<file path="config.mk">
export PLATFORM = sky130hd
export DESIGN_NAME = swl_core
export DESIGN_NICKNAME = d
export VERILOG_FILES = /design/src/swl_core.v /design/src/swl_load_buf.v /design/src/swl_sync2.v
export VERILOG_INCLUDE_DIRS = /design/src /design/src/src
export SDC_FILE = /design/constraint.sdc
export NUM_CORES = 1
export LEC_CHECK = 0
export CAP_MARGIN = 40
export CORE_AREA = 2 2 211 213
export DETAILED_ROUTE_END_ITERATION = 6
export DIE_AREA = 0 0 213 215
export DONT_BUFFER_PORTS = 1
export GPL_TIMING_DRIVEN = 0
export PLACE_DENSITY_LB_ADDON = 0.08
export SLEW_MARGIN = 10
export SYNTH_ARGS = -nofsm -noshare
export SYNTH_HDL_FRONTEND = slang
export SYNTH_SLANG_ARGS = --single-unit
</file>
<file path="constraint.sdc">
create_clock -name ref_clk -period 3.4 [get_ports ref_clk]
set_input_delay 0.68 -clock ref_clk [delete_from_list [all_inputs] [get_ports ref_clk]]
set_output_delay 0.68 -clock ref_clk [all_outputs]
set_load 0.01 [all_outputs]
</file>
<file path="src/swl_map.vh">
`ifndef SWL_MAP_VH
`define SWL_MAP_VH
`define SWL_DATA_W 8
`define SWL_SR_W 9
`define SWL_MID_CODE 8'h80
`define SWL_TAP_N 256
`define SWL_CHAN_FIRST 1'b0
`define SWL_CHAN_SECOND 1'b1
`define SWL_BUF_DEPTH 2
`define SWL_BUF_PTR_W 1
`define SWL_LD_W 9
`define SWL_DEPTH_MOD 2'h2
`define SWL_IDLE_HIGH 1'b1
`define SWL_IDLE_LOW 1'b0
`endif

</file>
<file path="src/swl_core.v">
// Notes on behaviour
// single channel: 8-bit frame, msb first
// dual channel: channel bit, then 8 data
// channel bit 0 first latch, 1 second
// shift one bit per rising link clock
// output the bit entered eight shifts earlier
// clock low, select low: hold, drive output
// select rising loads addressed latch
// keep last nine bits, latch last eight
// host sends two frames for both channels
// update one channel, other unchanged
// preset low: latches midscale, output cleared
// preset release leaves latches at 0x80
// power-on reset presets latches to midscale
// power-down: open A, wiper to B, release
// power-down keeps latch contents
// one-hot tap decode of 256 positions
// serial output open drain only
// two chained single parts need 16 bits
// host holds select low across chain
// host slows clock when chaining; the bench chains at half 4 and raises half to 8 only for a later single frame
// preset async, wins over latch load; the code samples preset through a two-flop synchroniser on ref_clk
`timescale 1ns/1ps
`default_nettype none
`include "swl_map.vh"
module swl_core (
  input wire ref_clk,                             // 100 MHz system clock
  input wire resetn,                              // async reset, active low
  input wire dual_channel,                        // 1 selects the two-channel variant
  input wire link_clk,                            // serial clock pin
  input wire chip_sel_n,                          // chip select pin, active low
  input wire serial_in,                           // serial data pin
  input wire preset_mid_n,                        // preset to midscale, active low
  input wire power_down_n,                        // shutdown, active low
  output reg serial_out_open_drain_o,             // serial output level, always low
  output reg serial_out_open_drain_oe,            // high while pulling the pin low
  output reg [`SWL_DATA_W-1:0] wiper_latch_first, // first channel latch
  output reg [`SWL_DATA_W-1:0] wiper_latch_second, // second channel latch
  output reg [`SWL_TAP_N-1:0] tap_first,          // one-hot tap, first channel
  output reg [`SWL_TAP_N-1:0] tap_second,         // one-hot tap, second channel
  output reg a_open,                              // A terminals open
  output reg wiper_to_b,                          // wipers tied to B
  output reg load_busy                            // load buffer full
);
  // synchronised pins
  wire clk_s;
  wire cs_n_s;
  wire sdi_s;
  wire pr_n_s;
  wire pd_n_s;

  // edge history and serial path
  reg clk_d;
  reg cs_n_d;
  reg [`SWL_SR_W-1:0] shift_reg;
  reg sdo_latch;
  wire shift_edge;
  wire load_edge;

  // load path through the buffer
  wire ld_valid;
  wire ld_ready;
  wire [`SWL_LD_W-1:0] ld_word;
  wire out_valid;
  wire [`SWL_LD_W-1:0] out_word;
  wire channel_select_bit;
  wire [`SWL_DATA_W-1:0] next_data;
  wire load_first;
  wire load_second;

  // active-high control levels
  wire preset_on;
  wire power_down_on;
  wire selected;

  // next values of every flop but the edge history and the output level
  reg [`SWL_SR_W-1:0] next_shift_reg;
  reg next_sdo_latch;
  reg [`SWL_DATA_W-1:0] next_wiper_first;
  reg [`SWL_DATA_W-1:0] next_wiper_second;
  reg [`SWL_TAP_N-1:0] next_tap_first;
  reg [`SWL_TAP_N-1:0] next_tap_second;
  reg next_oe;
  reg next_a_open;
  reg next_wiper_to_b;
  reg next_load_busy;

  ////////////////////////////////////////////////////////////////////////////
  // pin synchronisers: every pin is foreign to ref_clk
  // select, preset and power-down idle high; their flops reset high so
  // no false select edge or phantom preset follows a reset
  // serial clock, parked low between frames
  swl_sync2 #(
    .RST_VAL(`SWL_IDLE_LOW)
  ) u_sync_clk (
    .ref_clk(ref_clk), // system clock
    .resetn(resetn), // async reset
    .d(link_clk), // serial clock pin
    .q(clk_s) // synchronised clock
  );

  // chip select, idles high
  swl_sync2 #(
    .RST_VAL(`SWL_IDLE_HIGH)
  ) u_sync_cs (
    .ref_clk(ref_clk), // system clock
    .resetn(resetn), // async reset
    .d(chip_sel_n), // select pin
    .q(cs_n_s) // synchronised select
  );

  // serial data, any level while idle
  swl_sync2 #(
    .RST_VAL(`SWL_IDLE_LOW)
  ) u_sync_sdi (
    .ref_clk(ref_clk), // system clock
    .resetn(resetn), // async reset
    .d(serial_in), // data pin
    .q(sdi_s) // synchronised data
  );

  // preset, idles high
  swl_sync2 #(
    .RST_VAL(`SWL_IDLE_HIGH)
  ) u_sync_pr (
    .ref_clk(ref_clk), // system clock
    .resetn(resetn), // async reset
    .d(preset_mid_n), // preset pin
    .q(pr_n_s) // synchronised preset
  );

  // power-down, idles high
  swl_sync2 #(
    .RST_VAL(`SWL_IDLE_HIGH)
  ) u_sync_pd (
    .ref_clk(ref_clk), // system clock
    .resetn(resetn), // async reset
    .d(power_down_n), // power-down pin
    .q(pd_n_s) // synchronised power-down
  );

  // edge history; reset values treat select as inactive, as a low start
  // would let a power-up rise fake a load, hence cs history resets high
  always @(posedge ref_clk or negedge resetn) begin
    if (!resetn) begin
      clk_d <= 1'b0;
      cs_n_d <= 1'b1;
    end else begin
      clk_d <= clk_s;
      cs_n_d <= cs_n_s;
    end
  end

  assign shift_edge = clk_s & ~clk_d & ~cs_n_s;
  assign load_edge = cs_n_s & ~cs_n_d;

  // active-high views of the synchronised controls; preset beats a load
  // in every process below, so a select rise inside preset is dropped
  assign preset_on = ~pr_n_s;
  assign power_down_on = ~pd_n_s;
  assign selected = ~cs_n_s;

  ////////////////////////////////////////////////////////////////////////////
  // shift register: nine bits serve both variants, msb first
  // clock low or high without an edge holds contents
  always @* begin
    next_shift_reg = shift_reg;
    if (shift_edge) begin
      next_shift_reg = {shift_reg[`SWL_SR_W-2:0], sdi_s};
    end
  end

  // no clear at frame start: stale bits fall off the far end anyway
  always @(posedge ref_clk or negedge resetn) begin
    if (!resetn) begin
      shift_reg <= {`SWL_SR_W{1'b0}};
    end else begin
      shift_reg <= next_shift_reg;
    end
  end

  // output latch carries the bit entered eight shifts earlier; preset clears it
  always @* begin
    next_sdo_latch = sdo_latch;
    if (preset_on) begin
      next_sdo_latch = 1'b0;
    end else if (shift_edge) begin
      next_sdo_latch = shift_reg[`SWL_DATA_W-1];
    end
  end

  // latch changes only on a shift or a preset, so the pin holds a whole link period
  always @(posedge ref_clk or negedge resetn) begin
    if (!resetn) begin
      sdo_latch <= 1'b0;
    end else begin
      sdo_latch <= next_sdo_latch;
    end
  end

  ////////////////////////////////////////////////////////////////////////////
  // load word: top bit is channel select, low eight are data; older bits
  // beyond nine have already fallen off the register end
  assign ld_word = dual_channel ? shift_reg : {`SWL_CHAN_FIRST, shift_reg[`SWL_DATA_W-1:0]};
  assign ld_valid = load_edge & ~preset_on;

  // buffer lets a slow latch stage lose no load; back-to-back frames
  // faster than the drain would otherwise overwrite
  // it drains every cycle outside preset, so load_busy rises only in theory
  swl_load_buf u_buf (
    .ref_clk(ref_clk),
    .resetn(resetn),
    .flush(~pr_n_s),
    .in_valid(ld_valid),
    .in_ready(ld_ready),
    .in_data(ld_word),
    .out_valid(out_valid),
    .out_ready(pr_n_s),
    .out_data(out_word)
  );

  assign channel_select_bit = out_word[`SWL_SR_W-1];
  assign next_data = out_word[`SWL_DATA_W-1:0];

  // one word addresses one latch; the other keeps its setting
  assign load_first = out_valid & (channel_select_bit == `SWL_CHAN_FIRST);
  assign load_second = out_valid & (channel_select_bit == `SWL_CHAN_SECOND);

  ////////////////////////////////////////////////////////////////////////////
  // wiper latches: reset and preset both land on midscale; power-down
  // never touches them so settings survive shutdown
  always @* begin
    next_wiper_first = wiper_latch_first;
    next_wiper_second = wiper_latch_second;
    if (preset_on) begin
      next_wiper_first = `SWL_MID_CODE;
      next_wiper_second = `SWL_MID_CODE;
    end else begin
      if (load_first) begin
        next_wiper_first = next_data;
      end
      if (load_second) begin
        next_wiper_second = next_data;
      end
    end
  end

  // reset stands in for the supply-driven power-on preset
  always @(posedge ref_clk or negedge resetn) begin
    if (!resetn) begin
      wiper_latch_first <= `SWL_MID_CODE;
      wiper_latch_second <= `SWL_MID_CODE;
    end else begin
      wiper_latch_first <= next_wiper_first;
      wiper_latch_second <= next_wiper_second;
    end
  end

  ////////////////////////////////////////////////////////////////////////////
  // tap decode follows the latch one cycle later, exactly one bit set
  always @* begin
    next_tap_first = {{(`SWL_TAP_N-1){1'b0}}, 1'b1} << wiper_latch_first;
    next_tap_second = {{(`SWL_TAP_N-1){1'b0}}, 1'b1} << wiper_latch_second;
  end

  // taps are all open in reset so no switch closes before the first decode
  always @(posedge ref_clk or negedge resetn) begin
    if (!resetn) begin
      tap_first <= {`SWL_TAP_N{1'b0}};
      tap_second <= {`SWL_TAP_N{1'b0}};
    end else begin
      tap_first <= next_tap_first;
      tap_second <= next_tap_second;
    end
  end

  ////////////////////////////////////////////////////////////////////////////
  // pin drivers; open drain pulls low only, release floats high
  // shutdown releases the pin so the pull-up burns no current
  always @* begin
    next_oe = 1'b0;
    next_a_open = power_down_on;
    next_wiper_to_b = power_down_on;
    next_load_busy = ~ld_ready;
    if (!power_down_on && selected) begin
      next_oe = ~sdo_latch;
    end
  end

  // every pin output leaves a flop, so no decode glitch reaches a pad
  always @(posedge ref_clk or negedge resetn) begin
    if (!resetn) begin
      serial_out_open_drain_o <= 1'b0;
      serial_out_open_drain_oe <= 1'b0;
      a_open <= 1'b0;
      wiper_to_b <= 1'b0;
      load_busy <= 1'b0;
    end else begin
      serial_out_open_drain_o <= 1'b0;
      serial_out_open_drain_oe <= next_oe;
      a_open <= next_a_open;
      wiper_to_b <= next_wiper_to_b;
      load_busy <= next_load_busy;
    end
  end
endmodule // swl_core
`default_nettype wire

</file>
<file path="src/swl_load_buf.v">
`timescale 1ns/1ps
`default_nettype none
`include "swl_map.vh"
module swl_load_buf (
  input wire ref_clk,                   // clock
  input wire resetn,                    // async reset, active low
  input wire flush,                     // preset drops pending loads
  input wire in_valid,                  // load word offered
  output wire in_ready,                 // room for a word
  input wire [`SWL_LD_W-1:0] in_data,   // channel bit and data
  output wire out_valid,                // word waiting
  input wire out_ready,                 // consumer takes it
  output wire [`SWL_LD_W-1:0] out_data  // oldest word
);
  reg [`SWL_LD_W-1:0] mem [0:`SWL_BUF_DEPTH-1];
  reg [`SWL_BUF_PTR_W-1:0] wr_ptr;
  reg [`SWL_BUF_PTR_W-1:0] rd_ptr;
  reg [1:0] count;
  wire push;
  wire pop;

  assign in_ready = (count != `SWL_DEPTH_MOD);
  assign out_valid = (count != 2'h0);
  assign out_data = mem[rd_ptr];
  assign push = in_valid & in_ready;
  assign pop = out_valid & out_ready;

  // two-entry fifo; full refuses further words
  always @(posedge ref_clk or negedge resetn) begin
    if (!resetn) begin
      wr_ptr <= 1'b0;
      rd_ptr <= 1'b0;
      count <= 2'h0;
    end else if (flush) begin
      wr_ptr <= 1'b0;
      rd_ptr <= 1'b0;
      count <= 2'h0;
    end else begin
      if (push) begin
        wr_ptr <= wr_ptr + 1'b1;
      end
      if (pop) begin
        rd_ptr <= rd_ptr + 1'b1;
      end
      count <= count + {1'b0, push} - {1'b0, pop};
    end
  end

  // storage holds no reset; only valid entries are read
  always @(posedge ref_clk) begin
    if (push) begin
      mem[wr_ptr] <= in_data;
    end
  end
endmodule // swl_load_buf
`default_nettype wire

</file>
<file path="src/swl_sync2.v">
`timescale 1ns/1ps
`default_nettype none
module swl_sync2 #(
  parameter RST_VAL = 1'b0 // level held during reset, the pin's idle level
) (
  input wire ref_clk,    // sampling clock
  input wire resetn,     // async reset, active low
  input wire d,          // async level in
  output reg q           // synchronised level
);
  reg meta;

  // two flops; the first is read only by the second
  always @(posedge ref_clk or negedge resetn) begin
    if (!resetn) begin
      meta <= RST_VAL;
      q <= RST_VAL;
    end else begin
      meta <= d;
      q <= meta;
    end
  end
endmodule // swl_sync2
`default_nettype wire

</file>
==> impl_metrics.toml, run 1 <==
[finish]
reg_top3 = "tap_first: 256 flops, tap_second: 256 flops, u_buf.mem: 18 flops"
nets = 1449
final_common_cell = "dfrtp_1"
final_cell_mix = "dfrtp_1 (548), nor2_1 (521), nand2_1 (93)"
synthToLayoutAreaGrowth_pct = 15.2
diodes = 0
drive_gt1_share_pct = 12.9
postLayoutCoreUtil_pct = 47.9

[global_route]
grt_pass1_vias = 10300
overflow = 0
grt_use_total_pct = 22.5
grt_start_max_net_pins = 558
grt_pass1_wl_um = 74500
antenna_found_initial = 0

[critical_path]
worst-path-max-fanout = 8
startpoint = "wiper_latch_second[5]"
slowest_delay_ps = 740
path_cells = "nor2_1 > nand2_1 > nor2_1"
critPathRequiredTime_ps = 3920
reg2reg_slack_ps = 1390
r2r-end = "tap_second[139]"
crit_arrival_ps = 2530
cpMostUsedCell = "nor2_1"
worstSetupPathType = "reg -> reg"
crit_end = "tap_second[139]"
reg2reg_from = "wiper_latch_second[5]"
ff2ff_path_depth = 3
worstSetupStartpointType = "register"
cpMaxStageDelayCell = "nor2_1"
critPathCaptureType = "register"

[logic_synthesis]
synth_async_sr_flop_share_pct = 96.9
syn_inst = 1379
syn-num-nets = 1389
synth.cell_area_mm2 = 0.0182
synth_cell_types = 41
avgSynthCellArea_um2 = 13.2
synth_seq_cells = 575
yosysSeqAreaShare_pct = 79.8
synth_edf_count = 18
yosysWarningCount = 0
synthFlopType = "dfrtp_1"

[sta]
setup_ws_ps = 1390
setup_viol = 0
worst_pin_slew_ps = 1750
max_freq_mhz = 498
finalCritPeriodShare_pct = 59.1
layout_min_cycle_time_ps = 2010
maxSlewViolCount = 166
grt_setup_unrepaired = "false"
hold_viol_final = 262
fin_skew_ps = 20.4
maxSlewHeadroom_pct = -16.7
tns_ps = 0
hold_ws_ps = -227

[cts]
clock-root-buffer = "clkbuf_16"
clkLatencyLatePin_ps = 610
cts_setup_buffers = 0
clkTransAtPathRegs_ps = 60
numCtsBuffers = 57
ctsLongestPathBuffers = 3
cts.sinks = 575
htreeDepth = 2
tritoncts = "yes"
cts_resized = 0

[placed_design]
io_buffers = 0
place_ws_ps = 1430
hpwl_um = 35200
gp_congestion = 0.780

[routing]
wl_per_cell_um = 24.7
vias_per_cell = 4.85
drc = 0
drtPass1Iterations = 5
antenna_left = 0
first_iter_violations = 649
via_count = 10100
route.final.wire_length_um = 51400

[run]
cap_violations = 0

[floorplanning]
rows = 77
initial_core_util_pct = 41.6
dieArea_mm2 = 0.0458
core_area_mm2 = 0.0436
num_io_pins = 541
die_y_um = 215
die_w_um = 213

[power]
power_density_mw_per_mm2 = 734
leakagePower_nw = 10.0
ir_worst_vdd_mv = 0.436

[status]
status = "complete, but fails checks"
violations = "negative hold slack, max-slew violations"

[min_path]
hold_class = "in -> async"
worst max-delay path, delay by kind of cell (launching register included):
kind | cells | cell delay, ps
DFF | 1 | 490
and+or+nand+nor | 3 | 1430
layer usage:
metal	vias to the layer above	routed length, um	global-route usage, %
met5	-	0	0
met4	0	1890	8.46
met3	102	4340	7.32
met2	404	24900	35.6
met1	5192	20200	28.9
li1	4377	-	-
power breakdown:
part	internal [mW]	switching (mW)	leakage [nW]
logic	0.368	1.04	1.14
registers	7.10	0.247	7.88
clock network	4.00	2.60	0.990
worst min-delay path by stage:
stage                           endpoint  cells past startpoint
after detailed placement    u_sync_sdi.q                      0
after global routing        tap_first[6]                      0
after global placement      u_sync_clk.q                      0
final                     tap_first[147]                      0
after floorplan             u_sync_clk.q                      0
after CTS                 tap_second[76]                      0
final cells by class:
class                      instances  area, um2
buffer                            69        394
timing repair buffer               1       7.51
multi-input combinational        732       3270
clock inverter                    21        294
sequential                       575      14500
inverter                           3       11.3
clock buffer                      83       1710
fill                            3924      22700
tap                              592        741
synth_stat cells, types with 2 or more instances:
master | count | area share (%)
and3b_1 | 2 | 0.096
inv_1 | 3 | 0.062
xnor2_1 | 3 | 0.14
buf_6 | 7 | 0.43
nand3_1 | 16 | 0.44
nor3_1 | 2 | 0.055
nor2_1 | 521 | 11
nand3_2 | 3 | 0.17
ha_1 | 2 | 0.14
dfstp_2 | 9 | 1.3
and2_1 | 8 | 0.28
and4bb_2 | 2 | 0.14
and2b_1 | 7 | 0.29
nand2b_1 | 4 | 0.14
clkbuf_2 | 2 | 0.055
mux2_2 | 16 | 0.99
nand2_1 | 93 | 1.9
buf_4 | 6 | 0.25
nor2b_1 | 15 | 0.52
buf_2 | 46 | 1.3
dfrtp_1 | 548 | 76
clkbuf_1 | 8 | 0.17
nand4_1 | 4 | 0.14
mux2i_1 | 18 | 0.99
edfxtp_1 | 18 | 3.0
stage by stage:
| stage | cell area, um2 | cells | power (mW) |
|---|---|---|---|
| 2_1_floorplan | 18200 | 1379 | 8.33 |
| 3_3_place_gp | 18900 | 1971 | 8.89 |
| 3_5_place_dp | 18900 | 1972 | 8.90 |
| 4_1_cts | 20900 | 2076 | 15.5 |
| 5_1_grt | 20900 | 2076 | 16.0 |
| 6_report | 20900 | 2076 | 15.4 |
logic make-up (layout without fill, tap and decap cells):
| logic type | after synthesis | after routing | synth area share (%) |
|---|---|---|---|
| AOI/OAI and AO/OA | 2 | 2 | 0.0896 |
| other | 1 | 1 | 0.0206 |
| and+or+nand+nor | 689 | 689 | 15.5 |
| xor gates and xnor gates | 3 | 3 | 0.145 |
| DFF | 575 | 575 | 79.8 |
| muxes | 35 | 35 | 2.11 |
| adders and majority gates | 2 | 2 | 0.138 |
| buffers and inverters | 72 | 177 | 2.23 |
(Power assumes the default switching activity.)
==> run 2: changes to the inputs <==
==> constraint.sdc (replaced) <==
create_clock -name ref_clk -period 2 [get_ports ref_clk]
set_input_delay 0.4 -clock ref_clk [delete_from_list [all_inputs] [get_ports ref_clk]]
set_output_delay 0.4 -clock ref_clk [all_outputs]
set_load 0.01 [all_outputs]
==> run 2 against run 1 <==
Net effect: the run still ends with negative hold slack, max-slew violations left; register-to-register slack worse by 1300 ps; setup slack got worse by 1300 ps; routed wire length hardly changed; clock power up 70%; non-clock buffer count increased by 5; cell count grew 0.24%; sequential share of layout area is 0.20 points lower; cell area rose by 0.29%; critical path depth grew 2; hold slack worse by 280 ps; clock-buffer cell count did not move; sequential power up 70%.
==> impl_metrics.toml, run 2 (synthesized netlist as in run 1, its figures left out) <==
[power]
leakagePower_nw = 10.0
power_density_mw_per_mm2 = 1250
power.internal_mw = 19.5
power_switching_mw = 6.63
pwr-share-comb_pct = 9.2
seq_power_share_pct = 47.8
p_total_mw = 26.1
clkPwrFrac_pct = 43.0
ir_worst_vdd_mv = 0.742
swShare_pct = 25.4

[critical_path]
reg2reg_slack_ps = 120
startpoint = "wiper_latch_second[7]"
worstSetupPathType = "reg -> reg"
crit_end = "tap_second[182]"
ff2ff_path_depth = 5
critPathRequiredTime_ps = 2530
r2r-end = "tap_second[182]"
worst-path-max-fanout = 10
crit_arrival_ps = 2410
critPathCaptureType = "register"
reg2reg_from = "wiper_latch_second[7]"
worstSetupStartpointType = "register"

[cts]
clkTransAtPathRegs_ps = 60
clock-root-buffer = "clkbuf_16"
clkLatencyLatePin_ps = 610
cts_hold_buf = 5
numCtsBuffers = 57
htreeDepth = 2
cts_setup_buffers = 0
cts.sinks = 575
ctsLongestPathBuffers = 3
tritoncts = "yes"

[finish]
final_cell_mix = "dfrtp_1 (548), nor2_1 (520), nand2_1 (92)"
fillerInstances = 3919
reg_top3 = "tap_first: 256 flops, tap_second: 256 flops, u_buf.mem: 18 flops"
synthToLayoutAreaGrowth_pct = 15.5
drive_gt1_share_pct = 13.2
final_common_cell = "dfrtp_1"
stdcell_area_mm2 = 0.0210
nets = 1454
diodes = 0

[global_route]
grt_use_total_pct = 22.5
grt_start_max_net_pins = 558
antenna_found_initial = 0
grt_pass1_vias = 10300
grt_pass1_wl_um = 74600
overflow = 0

[routing]
antenna_left = 0
drtPass1Iterations = 5
wl_per_cell_um = 24.7
route.final.wire_length_um = 51400
via_count = 10100
first_iter_violations = 592
vias_per_cell = 4.85
drc = 0

[placed_design]
io_buffers = 0
hpwl_um = 35200
gp_congestion = 0.780
postPlaceCellArea_mm2 = 0.0189

[status]
status = "complete, but fails checks"
violations = "negative hold slack, max-slew violations"

[floorplanning]
die_y_um = 215
core_area_mm2 = 0.0436
initial_core_util_pct = 41.6
rows = 77
num_io_pins = 541
dieArea_mm2 = 0.0458
die_w_um = 213

[sta]
fin_skew_ps = 21.6
maxSlewViolCount = 238
setup_viol = 0
finalCritPeriodShare_pct = 94.2
maxSlewHeadroom_pct = -37.6
layout_min_cycle_time_ps = 1880
tns_ps = 0
max_freq_mhz = 531
hold_viol_final = 548
worst_pin_slew_ps = 2060
hold_ws_ps = -508
grt_setup_unrepaired = "false"

[run]
cap_violations = 0

[min_path]
hold_class = "in -> async"
## run 2: how the worst min path moves through the flow
stage	depth (start not counted)	to	slack, ps
floorplan	0	a_open	100
CTS	0	tap_second[76]	-540
detailed placement	0	tap_first[144]	120
finish	0	tap_first[147]	-510
global placement	0	tap_first[0]	120
global route	0	tap_first[6]	-540
## run 2: per-layer routing
metal / GRT usage [%] / part of all wire (%) / up-vias
met5: 0 / 0 / -
met4: 8.46 / 3.7 / 0
met3: 7.32 / 8.4 / 100
met2: 35.7 / 49 / 398
met1: 28.9 / 39 / 5218
li1: - / - / 4387
## run 2: power groups by stage
stage	combinational (mW)	sequential [mW]	clock, mW
6_report	2.41	12.5	11.2
3_5_place_dp	2.43	12.7	0
3_3_place_gp	2.42	12.7	0
5_1_grt	2.67	12.5	12.0
4_1_cts	2.45	12.5	11.5
2_1_floorplan	1.60	12.6	0
## run 2: critical path, cell delays in order (launching register included)
cell	delay, ps
dfstp_2	610
buf_2	240
and2b_1	220
nand2_1	280
buf_2	310
nor2_1	140
## run 2: layout make-up
class	count	area, um2	share of cell area [%]
clock buffer	83	1710	8.14
buffer	69	395	1.88
multi-input combinational	732	3280	15.6
clock inverter	21	294	1.40
inverter	3	11.3	0.0537
sequential	575	14500	69.1
timing repair buffer	6	57.6	0.274
tap	592	741	3.53
## run 2: stage by stage
stage          std cells  worst slack [ps]  util (%)
2_1_floorplan       1379              20.9         -
3_3_place_gp        1971              -562      43.3
3_5_place_dp        1972              27.0      43.3
4_1_cts             2081              8.37      48.0
5_1_grt             2081              9.40      48.1
6_report            2081               115      48.1
## run 2: repair_timing
action                                  in CTS  in global routing
gates resized for setup                      0                  5
hold endpoints to repair                   562                557
endpoints found under the setup margin       0                 21
==> run 3: changes to the inputs <==
==> constraint.sdc (replaced) <==
create_clock -name ref_clk -period 2 [get_ports ref_clk]
set_input_delay 0.2 -clock ref_clk [delete_from_list [all_inputs] [get_ports ref_clk]]
set_output_delay 0.2 -clock ref_clk [all_outputs]
set_load 0.01 [all_outputs]
==> run 3 against run 2 <==
Net effect: the run ends with negative hold slack left; combinational power about the same; sequential power about the same; non-clock buffer count increased by 1; largest power group unchanged; register-to-register slack about the same; clock power about the same; cell count about the same; maximum frequency decreased by 0.20%; hold slack got worse by 200 ps; sequential share of layout area about the same; cell area about the same.
==> impl_metrics.toml, run 3 (synthesized netlist as in run 1, its figures left out) <==
[global_route]
met3_usage_pct = 7.32
busiest_layer = "met2"
gr-usage-met2_pct = 35.7
grt_start_max_net_pins = 558
overflow = 0
grt_pass1_wl_um = 74600
grt_pass1_vias = 10300
use_met1_pct = 28.9
grt_use_total_pct = 22.5
antenna_found_initial = 0

[routing]
route.final.wire_length_um = 51400
via_count = 10100
drc = 0
drtPass1Iterations = 5
antenna_left = 0
vias_per_cell = 4.85
wl_per_cell_um = 24.7
first_iter_violations = 660

[sta]
tns_ps = 0
setup_viol = 0
max_freq_mhz = 530
fin_skew_ps = 21.7
layout_min_cycle_time_ps = 1890
grt_setup_unrepaired = "false"
maxSlewViolCount = 0
finalCritPeriodShare_pct = 94.4
setup_ws_ps = 112
maxSlewHeadroom_pct = 12.0
hold_viol_final = 548
worst_pin_slew_ps = 1320
hold_ws_ps = -707

[critical_path]
path_cells = "buf_2 > nor2b_1 > nand2_1 > nor2_1"
worstSetupStartpointType = "register"
slowest_delay_ps = 500
critPathRequiredTime_ps = 2540
critPathCaptureType = "register"
cpMaxStageDelayCell = "dfrtp_1"
worst-path-max-fanout = 10
crit_arrival_ps = 2430
worstSetupPathType = "reg -> reg"

[finish]
fin_cells = 2082
final-seq-area_mm2 = 0.0145
nets = 1455
fillerInstances = 3918
synthToLayoutAreaGrowth_pct = 15.6
multiInputGateArea_mm2 = 0.00328
reg_top3 = "tap_first: 256 flops, tap_second: 256 flops, u_buf.mem: 18 flops"
final_cell_mix = "dfrtp_1 (548), nor2_1 (520), nand2_1 (92)"
drive_gt1_share_pct = 13.2
stdcell_area_mm2 = 0.0210
diodes = 0
final_common_cell = "dfrtp_1"
postLayoutCoreUtil_pct = 48.1

[status]
status = "complete, but fails checks"
violations = "negative hold slack"

[power]
pwr-share-comb_pct = 9.2
power_switching_mw = 6.63
power_density_mw_per_mm2 = 1250
clkPwrFrac_pct = 43.0
ir_worst_vdd_mv = 0.742
seq_power_share_pct = 47.8
p_total_mw = 26.1
power.internal_mw = 19.5
swShare_pct = 25.4
leakagePower_nw = 10.0

[floorplanning]
dieArea_mm2 = 0.0458
num_io_pins = 541
initial_core_util_pct = 41.6
die_w_um = 213
rows = 77
core_area_mm2 = 0.0436
die_y_um = 215

[cts]
clkLatencyLatePin_ps = 610
cts_setup_buffers = 0
htreeDepth = 2
clkTransAtPathRegs_ps = 60
clock-root-buffer = "clkbuf_16"
cts.sinks = 575
numCtsBuffers = 57
tritoncts = "yes"
ctsLongestPathBuffers = 3
cts_hold_buf = 6

[run]
cap_violations = 0

[placed_design]
place_ws_ps = 27.0
hpwl_um = 35200
placed_cells = 1972
gp_congestion = 0.780
postPlaceCellArea_mm2 = 0.0189
io_buffers = 0

[min_path]
hold_class = "in -> async"
run 3: changes by cell type in the layout (fill, tap and decap cells not counted):
| cell | previous run | this run |
|---|---|---|
| dlygate4sd3_1 | 5 | 6 |
run 3: what timing repair did:
action,4_1_cts,5_1_grt
gates resized for setup,0,5
endpoints found under the setup margin,0,21
hold endpoints to repair,564,557
run 3: critical path, delay by kind of cell (launching register included):
kind,cells,cell delay (ps)
AND/OR/NAND/NOR,3,1010
buffers and inverters,1,310
flip-flops,1,500
run 3: cell type report:
cell class / instances / share of cell area (%)
clock buffers: 83 / 8.14
multi-input cells: 732 / 15.6
repair buffers: 7 / 0.322
inverters: 3 / 0.0537
flip-flops and latches: 575 / 69.0
plain buffers: 69 / 1.88
clock inverters: 21 / 1.40
well taps: 592 / 3.53
run 3: routing by layer:
metal	wire, um	part of all wire, %
met1	20200	39
met2	25000	49
met3	4290	8.4
met4	1880	3.7
met5	0	0
run 3: final timing paths:
kind                       slack (ps)        endpoint  cells past startpoint                   from
max in group asynchronous        1630    shift_reg[8]                      0                 resetn
max                               110  tap_second[71]                      4  wiper_latch_second[2]
min in group ref_clk              130  u_sync_pr.meta                      1           preset_mid_n
max reg2reg                       110  tap_second[71]                      4  wiper_latch_second[2]
min reg2reg                       350    u_sync_clk.q                      0        u_sync_clk.meta
min                              -710  tap_first[147]                      0                 resetn
run 3: power by group through the flow:
stage | sequential, mW | combinational (mW) | clock, mW
2_1_floorplan | 12.6 | 1.60 | 0
3_3_place_gp | 12.7 | 2.42 | 0
3_5_place_dp | 12.7 | 2.43 | 0
4_1_cts | 12.5 | 2.45 | 11.5
5_1_grt | 12.5 | 2.67 | 12.0
6_report | 12.5 | 2.41 | 11.2
